$ cat src/rtl/adcp_pkg.sv
// constants, timing and state encoding for the dram cycle controller
// assumes a 125 MHz single-clock host and one 1M x 32 dram module on pins
package adcp_pkg;

  localparam int CLK_NS = 8;

  function automatic int cyc_min(input int ns);
    return (ns <= CLK_NS) ? 1 : (ns + CLK_NS - 1) / CLK_NS;
  endfunction

  function automatic int cyc_max(input int ns);
    return (ns < CLK_NS) ? 1 : ns / CLK_NS;
  endfunction

  function automatic int imax(input int a, input int b);
    return (a > b) ? a : b;
  endfunction

  localparam int ROW_W = 10;
  localparam int COL_W = 10;
  localparam int ADDR_W = ROW_W + COL_W;
  localparam int DATA_W = 32;
  localparam int TIMER_W = 18;
  localparam int AGE_W = 15;
  localparam int SYNC_STAGES = 2;
  localparam int INIT_CYCLES = 8;

  localparam int T_PWR_NS = 2000000;
  localparam int T_RASP_NS = 200000;
  localparam int T_REFI_NS = 15600;
  localparam int T_RAH_NS = 10;
  localparam int T_RCD_NS = 20;
  localparam int T_RAC_NS = 80;
  localparam int T_CAC_NS = 20;
  localparam int T_AA_NS = 40;
  localparam int T_CAS_NS = 20;
  localparam int T_CWL_NS = 20;
  localparam int T_WCH_NS = 15;
  localparam int T_DH_NS = 15;
  localparam int T_RAS_NS = 80;
  localparam int T_CSH_NS = 80;
  localparam int T_RP_NS = 60;
  localparam int T_CP_NS = 10;
  localparam int T_RHCP_NS = 45;
  localparam int T_CSR_NS = 5;
  localparam int T_CHR_NS = 15;

  localparam int C_RAH = cyc_min(T_RAH_NS);
  localparam int C_MUX = imax(1, cyc_min(T_RCD_NS) - C_RAH);
  localparam int C_RD = imax(cyc_min(T_RAC_NS) - cyc_min(T_RCD_NS),
    imax(cyc_min(T_CAC_NS), cyc_min(T_AA_NS))) + SYNC_STAGES;
  localparam int C_WR = imax(imax(cyc_min(T_CAS_NS), cyc_min(T_CWL_NS)),
    imax(cyc_min(T_WCH_NS), cyc_min(T_DH_NS)));
  localparam int C_RAS = cyc_min(T_RAS_NS);
  localparam int C_CSH = cyc_min(T_CSH_NS);
  localparam int C_RP = cyc_min(T_RP_NS);
  localparam int C_CPRE = imax(cyc_min(T_CP_NS), cyc_min(T_RHCP_NS));
  localparam int C_CSR = cyc_min(T_CSR_NS);
  localparam int C_CHR = cyc_min(T_CHR_NS);
  localparam int C_REFI = cyc_max(T_REFI_NS);
  // page op timer loads plus one; each state runs a cycle past its load, so an op can overrun the page limit by 3 cycles
  localparam int C_PAGE_OP = C_CPRE + C_MUX + C_RD + 1;

  typedef enum logic [11:0] {
    ST_PWR   = 12'h001,
    ST_IDLE  = 12'h002,
    ST_ROW   = 12'h004,
    ST_MUX   = 12'h008,
    ST_COL   = 12'h010,
    ST_CPRE  = 12'h020,
    ST_OPEN  = 12'h040,
    ST_PRE   = 12'h080,
    ST_CBR_C = 12'h100,
    ST_CBR_R = 12'h200,
    ST_CBR_H = 12'h400,
    ST_RREF  = 12'h800
  } adcp_state_t;

endpackage

$ cat src/rtl/adcp_timer.sv
// down-counting delay timer; done while the count sits at zero
// assumes load and value come from logic on the same clock
`timescale 1ns/100ps
module adcp_timer #(
  parameter int W = 18
) (
  input wire logic clk_i,
  input wire logic arst_n_i,
  input wire logic load_i,
  input wire logic [W-1:0] val_i,
  output logic done_o
);
  logic [W-1:0] count;

  always_ff @(posedge clk_i or negedge arst_n_i) begin
    if (!arst_n_i) begin
      count <= '0;
    end else if (load_i) begin
      count <= val_i;
    end else if (count != '0) begin
      count <= count - W'(1);
    end
  end

  assign done_o = (count == '0);
endmodule

$ cat src/rtl/adcp_refresh.sv
// refresh interval ticker and host-side row counter
// assumes ack is a one-cycle pulse from the cycle sequencer
`timescale 1ns/100ps
module adcp_refresh #(
  parameter int INTERVAL = adcp_pkg::C_REFI,
  parameter int ROWS_W = adcp_pkg::ROW_W
) (
  input wire logic clk_i,
  input wire logic arst_n_i,
  input wire logic ack_i,
  output logic due_o,
  output logic [ROWS_W-1:0] row_o
);
  localparam int CNT_W = $clog2(INTERVAL + 1);
  logic [CNT_W-1:0] tick_cnt;
  logic tick;

  assign tick = (tick_cnt == CNT_W'(INTERVAL - 1));

  // one row per interval covers all rows inside the period
  // steady refresh leaves no idle gap needing a wakeup
  always_ff @(posedge clk_i or negedge arst_n_i) begin
    if (!arst_n_i) begin
      tick_cnt <= '0;
    end else begin
      tick_cnt <= tick ? '0 : tick_cnt + CNT_W'(1);
    end
  end

  // a tick in the ack cycle is kept: set wins
  always_ff @(posedge clk_i or negedge arst_n_i) begin
    if (!arst_n_i) begin
      due_o <= 1'b0;
    end else if (tick) begin
      due_o <= 1'b1;
    end else if (ack_i) begin
      due_o <= 1'b0;
    end
  end

  always_ff @(posedge clk_i or negedge arst_n_i) begin
    if (!arst_n_i) begin
      row_o <= '0;
    end else if (ack_i) begin
      row_o <= row_o + ROWS_W'(1);
    end
  end
endmodule

$ cat src/rtl/adcp_ctrl.sv
// host-side cycle sequencer for an asynchronous 1M x 32 dram module
// assumes dq_i comes from the pins and is synchronised here; one clock
`timescale 1ns/100ps
module adcp_ctrl #(
  parameter int PWR_CYC = adcp_pkg::cyc_min(adcp_pkg::T_PWR_NS),
  parameter int PAGE_CYC = adcp_pkg::cyc_max(adcp_pkg::T_RASP_NS)
) (
  input wire logic clk_i,
  input wire logic arst_n_i,
  input wire logic req_i,
  input wire logic req_we_i,
  input wire logic [adcp_pkg::ADDR_W-1:0] req_addr_i,
  input wire logic [adcp_pkg::DATA_W-1:0] req_wdata_i,
  input wire logic ref_row_only_i,
  output logic req_ready_o,
  output logic [adcp_pkg::DATA_W-1:0] rdata_o,
  output logic rdata_valid_o,
  output logic init_done_o,
  output logic ras_n_o,
  output logic cas_n_o,
  output logic we_n_o,
  output logic [adcp_pkg::ROW_W-1:0] addr_o,
  output logic [adcp_pkg::DATA_W-1:0] dq_o,
  output logic dq_oe_o,
  input wire logic [adcp_pkg::DATA_W-1:0] dq_i
);
  localparam int TW = adcp_pkg::TIMER_W;
  localparam int AW = adcp_pkg::AGE_W;
  localparam int RW = adcp_pkg::ROW_W;

  adcp_pkg::adcp_state_t state;
  adcp_pkg::adcp_state_t next_state;
  logic tload;
  logic [TW-1:0] tval;
  logic tdone;
  logic ref_due;
  logic ref_ack;
  logic [RW-1:0] ref_row;
  logic [AW-1:0] ras_age;
  logic [3:0] init_cnt;
  logic [RW-1:0] open_row;
  logic [RW-1:0] lat_col;
  logic lat_we;
  logic take;
  logic same_row;
  logic page_ok;
  logic pwr_armed;
  logic [adcp_pkg::DATA_W-1:0] dq_s1;
  logic [adcp_pkg::DATA_W-1:0] dq_s2;

  adcp_timer #(
    .W(TW)
  ) u_timer (
    .clk_i(clk_i),
    .arst_n_i(arst_n_i),
    .load_i(tload),
    .val_i(tval),
    .done_o(tdone)
  );

  adcp_refresh #(
    .INTERVAL(adcp_pkg::C_REFI),
    .ROWS_W(RW)
  ) u_refresh (
    .clk_i(clk_i),
    .arst_n_i(arst_n_i),
    .ack_i(ref_ack),
    .due_o(ref_due),
    .row_o(ref_row)
  );

  // ****************************************
  // request acceptance
  // ****************************************
  assign same_row = (req_addr_i[adcp_pkg::ADDR_W-1:adcp_pkg::COL_W]
    == open_row);
  assign page_ok = (ras_age < AW'(PAGE_CYC - adcp_pkg::C_PAGE_OP));
  assign req_ready_o = init_done_o && !ref_due &&
    ((state == adcp_pkg::ST_IDLE) ||
     (state == adcp_pkg::ST_OPEN && same_row && page_ok));
  assign take = req_i && req_ready_o;
  assign ref_ack = (state == adcp_pkg::ST_IDLE) &&
    (next_state == adcp_pkg::ST_CBR_C || next_state == adcp_pkg::ST_RREF);

  // ****************************************
  // sequencer
  // ****************************************
  always_comb begin
    next_state = state;
    tload = 1'b0;
    tval = '0;
    case (state)
      adcp_pkg::ST_PWR: begin
        // timer is idle at reset, so arm the pause first
        if (!pwr_armed) begin
          tload = 1'b1;
          tval = TW'(PWR_CYC);
        end else if (tdone) begin
          next_state = adcp_pkg::ST_IDLE;
        end
      end
      adcp_pkg::ST_IDLE: begin
        // init strobes are column-before-row refreshes
        if (!init_done_o || (ref_due && !ref_row_only_i)) begin
          next_state = adcp_pkg::ST_CBR_C;
          tload = 1'b1;
          tval = TW'(adcp_pkg::C_CSR);
        end else if (ref_due) begin
          next_state = adcp_pkg::ST_RREF;
          tload = 1'b1;
          tval = TW'(adcp_pkg::C_RAS);
        end else if (take) begin
          next_state = adcp_pkg::ST_ROW;
          tload = 1'b1;
          tval = TW'(adcp_pkg::C_RAH);
        end
      end
      adcp_pkg::ST_ROW: begin
        // column address only after row hold
        if (tdone) begin
          next_state = adcp_pkg::ST_MUX;
          tload = 1'b1;
          tval = TW'(adcp_pkg::C_MUX);
        end
      end
      adcp_pkg::ST_MUX: begin
        if (tdone) begin
          next_state = adcp_pkg::ST_COL;
          tload = 1'b1;
          tval = lat_we ? TW'(adcp_pkg::C_WR) : TW'(adcp_pkg::C_RD);
        end
      end
      adcp_pkg::ST_COL: begin
        // write keeps both strobes low past its lead
        if (tdone && ras_age >= AW'(adcp_pkg::C_CSH)) begin
          next_state = adcp_pkg::ST_CPRE;
          tload = 1'b1;
          tval = TW'(adcp_pkg::C_CPRE);
        end
      end
      adcp_pkg::ST_CPRE: begin
        if (tdone) begin
          next_state = adcp_pkg::ST_OPEN;
        end
      end
      adcp_pkg::ST_OPEN: begin
        if (take) begin
          next_state = adcp_pkg::ST_MUX;
          tload = 1'b1;
          tval = TW'(1);
        end else if (ras_age >= AW'(adcp_pkg::C_RAS)) begin
          // column is already high here
          next_state = adcp_pkg::ST_PRE;
          tload = 1'b1;
          tval = TW'(adcp_pkg::C_RP);
        end
      end
      adcp_pkg::ST_CBR_C: begin
        if (tdone) begin
          next_state = adcp_pkg::ST_CBR_R;
          tload = 1'b1;
          tval = TW'(adcp_pkg::C_CHR);
        end
      end
      adcp_pkg::ST_CBR_R: begin
        if (tdone) begin
          next_state = adcp_pkg::ST_CBR_H;
        end
      end
      adcp_pkg::ST_CBR_H, adcp_pkg::ST_RREF: begin
        if (tdone && ras_age >= AW'(adcp_pkg::C_RAS)) begin
          next_state = adcp_pkg::ST_PRE;
          tload = 1'b1;
          tval = TW'(adcp_pkg::C_RP);
        end
      end
      adcp_pkg::ST_PRE: begin
        if (tdone) begin
          next_state = adcp_pkg::ST_IDLE;
        end
      end
      default: begin
        next_state = adcp_pkg::ST_IDLE;
      end
    endcase
  end

  always_ff @(posedge clk_i or negedge arst_n_i) begin
    if (!arst_n_i) begin
      state <= adcp_pkg::ST_PWR;
    end else begin
      state <= next_state;
    end
  end

  // power-up pause loads the shared timer once after reset release
  always_ff @(posedge clk_i or negedge arst_n_i) begin
    if (!arst_n_i) begin
      pwr_armed <= 1'b0;
    end else begin
      pwr_armed <= 1'b1;
    end
  end

  // ****************************************
  // strobes, address and data pins
  // ****************************************
  always_ff @(posedge clk_i or negedge arst_n_i) begin
    if (!arst_n_i) begin
      ras_n_o <= 1'b1;
    end else begin
      ras_n_o <= !(next_state inside {adcp_pkg::ST_ROW, adcp_pkg::ST_MUX,
        adcp_pkg::ST_COL, adcp_pkg::ST_CPRE, adcp_pkg::ST_OPEN,
        adcp_pkg::ST_CBR_R, adcp_pkg::ST_CBR_H, adcp_pkg::ST_RREF});
    end
  end

  // column stays high during row-only refresh
  // column rises before any refresh, so no hidden refresh
  always_ff @(posedge clk_i or negedge arst_n_i) begin
    if (!arst_n_i) begin
      cas_n_o <= 1'b1;
    end else begin
      cas_n_o <= !(next_state inside {adcp_pkg::ST_COL,
        adcp_pkg::ST_CBR_C, adcp_pkg::ST_CBR_R});
    end
  end

  // write strobe low across column of a write and across its mux except the first mux cycle of a page write after a read,
  // and in the first mux cycle of a page read after a write, so it is high around every refresh row fall
  always_ff @(posedge clk_i or negedge arst_n_i) begin
    if (!arst_n_i) begin
      we_n_o <= 1'b1;
      dq_oe_o <= 1'b0;
    end else begin
      we_n_o <= !(lat_we && (next_state inside {adcp_pkg::ST_MUX,
        adcp_pkg::ST_COL}));
      dq_oe_o <= lat_we && (next_state inside {adcp_pkg::ST_MUX,
        adcp_pkg::ST_COL});
    end
  end

  always_ff @(posedge clk_i or negedge arst_n_i) begin
    if (!arst_n_i) begin
      addr_o <= '0;
    end else if (ref_ack && ref_row_only_i) begin
      addr_o <= ref_row;
    end else if (take && state == adcp_pkg::ST_IDLE) begin
      addr_o <= req_addr_i[adcp_pkg::ADDR_W-1:adcp_pkg::COL_W];
    end else if (take) begin
      addr_o <= req_addr_i[adcp_pkg::COL_W-1:0];
    end else if (state == adcp_pkg::ST_ROW && tdone) begin
      addr_o <= lat_col;
    end
  end

  always_ff @(posedge clk_i or negedge arst_n_i) begin
    if (!arst_n_i) begin
      dq_o <= '0;
    end else if (take) begin
      dq_o <= req_wdata_i;
    end
  end

  // ****************************************
  // request latch and row tracking
  // ****************************************
  always_ff @(posedge clk_i or negedge arst_n_i) begin
    if (!arst_n_i) begin
      lat_we <= 1'b0;
      lat_col <= '0;
      open_row <= '0;
    end else if (take) begin
      lat_we <= req_we_i;
      lat_col <= req_addr_i[adcp_pkg::COL_W-1:0];
      open_row <= req_addr_i[adcp_pkg::ADDR_W-1:adcp_pkg::COL_W];
    end
  end

  always_ff @(posedge clk_i or negedge arst_n_i) begin
    if (!arst_n_i) begin
      ras_age <= '0;
    end else if (ras_n_o) begin
      ras_age <= '0;
    end else if (ras_age != '1) begin
      ras_age <= ras_age + AW'(1);
    end
  end

  always_ff @(posedge clk_i or negedge arst_n_i) begin
    if (!arst_n_i) begin
      init_cnt <= '0;
    end else if (state == adcp_pkg::ST_CBR_C && tdone &&
                 init_cnt != 4'(adcp_pkg::INIT_CYCLES)) begin
      init_cnt <= init_cnt + 4'h1;
    end
  end
  assign init_done_o = (init_cnt == 4'(adcp_pkg::INIT_CYCLES));

  // ****************************************
  // read data capture
  // ****************************************
  always_ff @(posedge clk_i or negedge arst_n_i) begin
    if (!arst_n_i) begin
      dq_s1 <= '0;
      dq_s2 <= '0;
    end else begin
      dq_s1 <= dq_i;
      dq_s2 <= dq_s1;
    end
  end

  // sampled at the end of column low, past every access path
  always_ff @(posedge clk_i or negedge arst_n_i) begin
    if (!arst_n_i) begin
      rdata_o <= '0;
      rdata_valid_o <= 1'b0;
    end else begin
      rdata_valid_o <= 1'b0;
      if (state == adcp_pkg::ST_COL && next_state == adcp_pkg::ST_CPRE
          && !lat_we) begin
        rdata_o <= dq_s2;
        rdata_valid_o <= 1'b1;
      end
    end
  end

  // cycles of row low seen so far, saturating
  logic [3:0] chk_ras_low;
  always_ff @(posedge clk_i or negedge arst_n_i) begin
    if (!arst_n_i) begin
      chk_ras_low <= '0;
    end else if (ras_n_o) begin
      chk_ras_low <= '0;
    end else if (chk_ras_low != '1) begin
      chk_ras_low <= chk_ras_low + 4'h1;
    end
  end
endmodule

$ cat config.mk
export PLATFORM = sky130hd
export DESIGN_NAME = adcp_ctrl
export DESIGN_NICKNAME = d
export VERILOG_FILES = /design/src/rtl/adcp_pkg.sv /design/src/rtl/adcp_timer.sv /design/src/rtl/adcp_refresh.sv /design/src/rtl/adcp_ctrl.sv
export SDC_FILE = /design/constraint.sdc
export NUM_CORES = 1
export LEC_CHECK = 0
export ABC_AREA = 1
export BUFFER_PORTS_ARGS = -buffer_cell sky130_fd_sc_hd__buf_2
export CORE_AREA = 2 2 139 141
export DETAILED_ROUTE_END_ITERATION = 10
export DIE_AREA = 0 0 141 143
export GPL_TIMING_DRIVEN = 0
export PLACE_DENSITY = 0.85
export SYNTH_ARGS = -nofsm -noshare
export SYNTH_HDL_FRONTEND = slang
export SYNTH_SLANG_ARGS = --single-unit
export TNS_END_PERCENT = 10
$ cat constraint.sdc
create_clock -name clk_i -period 4.08 [get_ports clk_i]
set_input_delay 0.612 -clock clk_i [delete_from_list [all_inputs] [get_ports clk_i]]
set_output_delay 0.612 -clock clk_i [all_outputs]
set_load 0.02 [all_outputs]
==> results.md <==
* Post-Place Cell Area at 11730 um^2
* Worst Setup End Kind: primary output
* Num ports at 170
* # resized after CTS at 0
* Req. time, crit path at 3.47 ns
* CTS Buf Count at 24
* Pint at 3.756 mW
* Xor/xnor share of the synthesized area at 0.01996
* Syn Area/Cell at about 9.1 um^2
* Clk_lat worst skew at 0.52 ns
* Die Width at 141 um
* Leak at 6.858 nW
* Placer Congestion at 0.9171
* Port Buffers at 169
* Filler cell count at 1342
* Initial DRC count at 379
* Simple-Gate Fraction of Synth Area at 0.2516
* Sequential power share at 0.502
* Max cap viols at 0
* Mapped cell area at 10530 um^2
* DRT Pass-1 Iters at 6
* Worst slew pin tran at 0.5065 ns
* Initial antenna violation count at 1
* Post-synth ARST share at 1.000
* Worst-path fanout max at 6
* Synth area leaders: dfrtp_1 (55%), nand2_1 (12%), inv_1 (4.8%)
* Post-Synth Adder-Cell Area at 0.01070
* First-pass GRT wire length at roughly 41000 um
* Starting density of the core at 0.5667
* Syn Nets at 1250
* R2r setup slk at 1.47 ns
* Compound-cell area share of the yosys netlist at 0.05633
* Worst setup SP type: flip-flop
* Worst Reg2Reg Path Length in Cells at 15
* Final Max Tran Viols at 0
* CTS tree: yes
* Fin crit period at 2.860 ns
* Core Util, Final at 0.6737
* CTS Sinks at 236
* # rows at 50
* Yosys warns at 0
* Post-CTS Setup Bufs at 0
* Die Y at 143 um
* Post-synthesis mux area share at 0.03422
* Finished Layout Cells at between 1500 and 2000
* Vias at 8426
* Fin. Hold Viols at 0
* Setup Viol. Count Final at 0
* CTS clk-pin slew, worst paths at 0.06 ns
* All-layer global routing usage at 0.2531
* Combinational fraction of design power at 0.050
* Arrival @ worst endpoint at 2.25 ns
* Grt ovf at 0
* Hold-fix buffers, CTS at 0
* Register bit total from synthesis at 236
* Die ar. at between 20000 and 25000 um^2
* Sequential-to-total area share from yosys stat at 0.5614
* Worst vdd ir at 393.3 uV
* Psw at ~1.1 mW
* Fmax at 0.3497 GHz
* Fin area at 12520 um^2
* Final #Nets at 1447
* Status: finished, final reports clean
* RSZ-0062 raised after global routing: no
* FF-to-FF Start: init_cnt[0]$_DFFE_PN0P_
* Sw Share at 0.2275
* Core area at roughly 19000 um^2
* Clock root cell: clkbuf_16
* Skew final at 0.009024 ns
* DRC Markers at 0
* Share of layout cells above drive strength 1 at 0.2300
* WL/cell at 15.76 um
* Final HPWL DP at 17960 um
* Fin crit share at 0.7010
* Top_reg_cell synth: dfrtp_1
* Post-Syn Instances at 1152
* CP Class: flip-flop to primary output
* Maximum clock path buffer count at 3
* Synth top area share at 0.5514
* Largest family of logic cells by synthesized area: simple AND/OR/NAND/NOR gates
* H-Tree Level Count at 1
* Post-synth cell types at 52
* Dpl cells at ~1600
* Vias in the first global route at 8343
* Final WL at about 25000 um
* Largest net degree at the start of global routing at between 90 and 100
* Antenna diodes at 0
* Min-Delay Path Class: primary input to asynchronous set/reset pin
* Yosys top cell by area: dfrtp_1
* DR vias/cell at roughly 5.3
* Pwr/cell area at 388.4 nW/um^2
* Worst reg2reg endpoint: cas_n_o$_DFF_PN1_
* EDFF count, synth at 0
* Clock group share of total power at 0.448
* Routed Antenna Nets at 0
* Synthesis-to-finish area growth at 18.88%
* Worst rel slew slack at 0.6592
[final cells by class]
class                      count  area [um^2]  share of cell area
buffer                        25        145.1             0.01160
clock buffer                  31        646.9             0.05168
clock inverter                11        137.6             0.01100
inverter                     145        544.3             0.04348
multi-input combinational    746         3929              0.3139
sequential                   236         5911              0.4722
tap                          234        292.8             0.02339
timing repair buffer         171        910.9             0.07277
[Yosys cell counts (4+ instances only)]
library cell	n
dfrtp_1	232
nand3b_1	4
mux2_2	27
nand2_2	9
nor4_1	7
buf_4	5
nand4_1	24
a21oi_1	21
nand2_1	328
nor3_1	26
xor2_1	18
a31oi_1	7
nor2_1	87
nand3_2	15
xnor2_1	6
o21ai_0	38
dfstp_2	4
a211oi_1	4
buf_2	8
nor2_2	10
o21ai_1	9
ha_1	9
mux2_1	5
nand3_1	42
inv_1	134
nand2_4	7
inv_2	8
clkbuf_1	9
o21a_1	12
[flip-flops by register name, summed over array words and instances, names as in the netlist, 4 cells and up]
name / cells
addr_o: 10
dq_o: 32
open_row: 10
u_refresh.tick_cnt: 11
ras_age: 15
rdata_o: 32
u_timer.count: 18
state: 12
lat_col: 10
dq_s2: 32
u_refresh.row_o: 10
init_cnt: 4
dq_s1: 32
[per-stage QoR]
step           hold WS, ns  TNS (ns)  setup slack (ns)  total power, mW
4_1_cts            0.04633         0             1.208            4.896
3_3_place_gp        0.3320   -357.03            -1.566            2.706
2_1_floorplan       0.3164         0             1.961            2.576
3_5_place_dp        0.3347         0             1.492            2.724
6_report           0.02116         0             1.220            4.862
5_1_grt            0.05591         0             1.086            5.028
[kinds of logic (layout without fill, tap and decap cells)]
family	Yosys count	count (layout)
adders and majority gates	9	9
xor gates and xnor gates	24	24
other	1	1
AOI/OAI and AO/OA	102	102
muxes	32	32
buffers and inverters	170	383
and+or+nand+nor	578	578
DFF	236	236
[how the worst max path moves through the flow]
stage | from | end | cells after the start
6_report | init_cnt[0]$_DFFE_PN0P_ | req_ready_o | 9
3_3_place_gp | arst_n_i | dq_s2[9]$_DFF_PN0_ | 1
4_1_cts | init_cnt[0]$_DFFE_PN0P_ | req_ready_o | 9
5_1_grt | init_cnt[0]$_DFFE_PN0P_ | req_ready_o | 9
3_5_place_dp | init_cnt[0]$_DFFE_PN0P_ | cas_n_o$_DFF_PN1_ | 15
2_1_floorplan | init_cnt[0]$_DFFE_PN0P_ | addr_o[0]$_DFFE_PN0P_ | 17
[power by group through the flow]
stage	Clock [mW]	Sequential (mW)	Combinational, mW
after floorplan	0	2.51	0.0667
after global placement	0	2.48	0.227
after detailed placement	0	2.48	0.243
after CTS	2.21	2.44	0.245
after global routing	2.31	2.45	0.271
final	2.18	2.44	0.242
[critical path: stages (launching register included)]
cell	delay [ns]
dfrtp_1	0.42
inv_1	0.07
ha_1	0.14
nand3_1	0.19
nor2_2	0.31
nand3_1	0.14
nor2_2	0.11
nand3_2	0.09
nand2_4	0.09
buf_2	0.16
[cell usage in the layout (no fill, tap or decap), drive strengths merged, types with 5 or more instances in the layout]
cell / instances
a21oi: 21
a31oi: 7
buf: 187
clkbuf: 40
clkinv: 7
dfrtp: 232
ha: 9
inv: 143
mux2: 32
nand2: 344
nand3: 58
nand4: 24
nor2: 101
nor3: 28
nor4: 7
o21a: 12
o21ai: 47
or2: 5
xnor2: 6
xor2: 18
[layer usage]
| layer | up-vias | track usage | part of all wire |
|---|---|---|---|
| met1 | 4030 | 0.3227 | 0.40 |
| met5 | - | 0 | 0.00060 |
| li1 | 4056 | - | - |
| met3 | 56 | 0.03756 | 0.056 |
| met4 | 2 | 0.07737 | 0.025 |
| met2 | 282 | 0.4506 | 0.52 |
No activity file was read; power rests on OpenSTA's default activity.
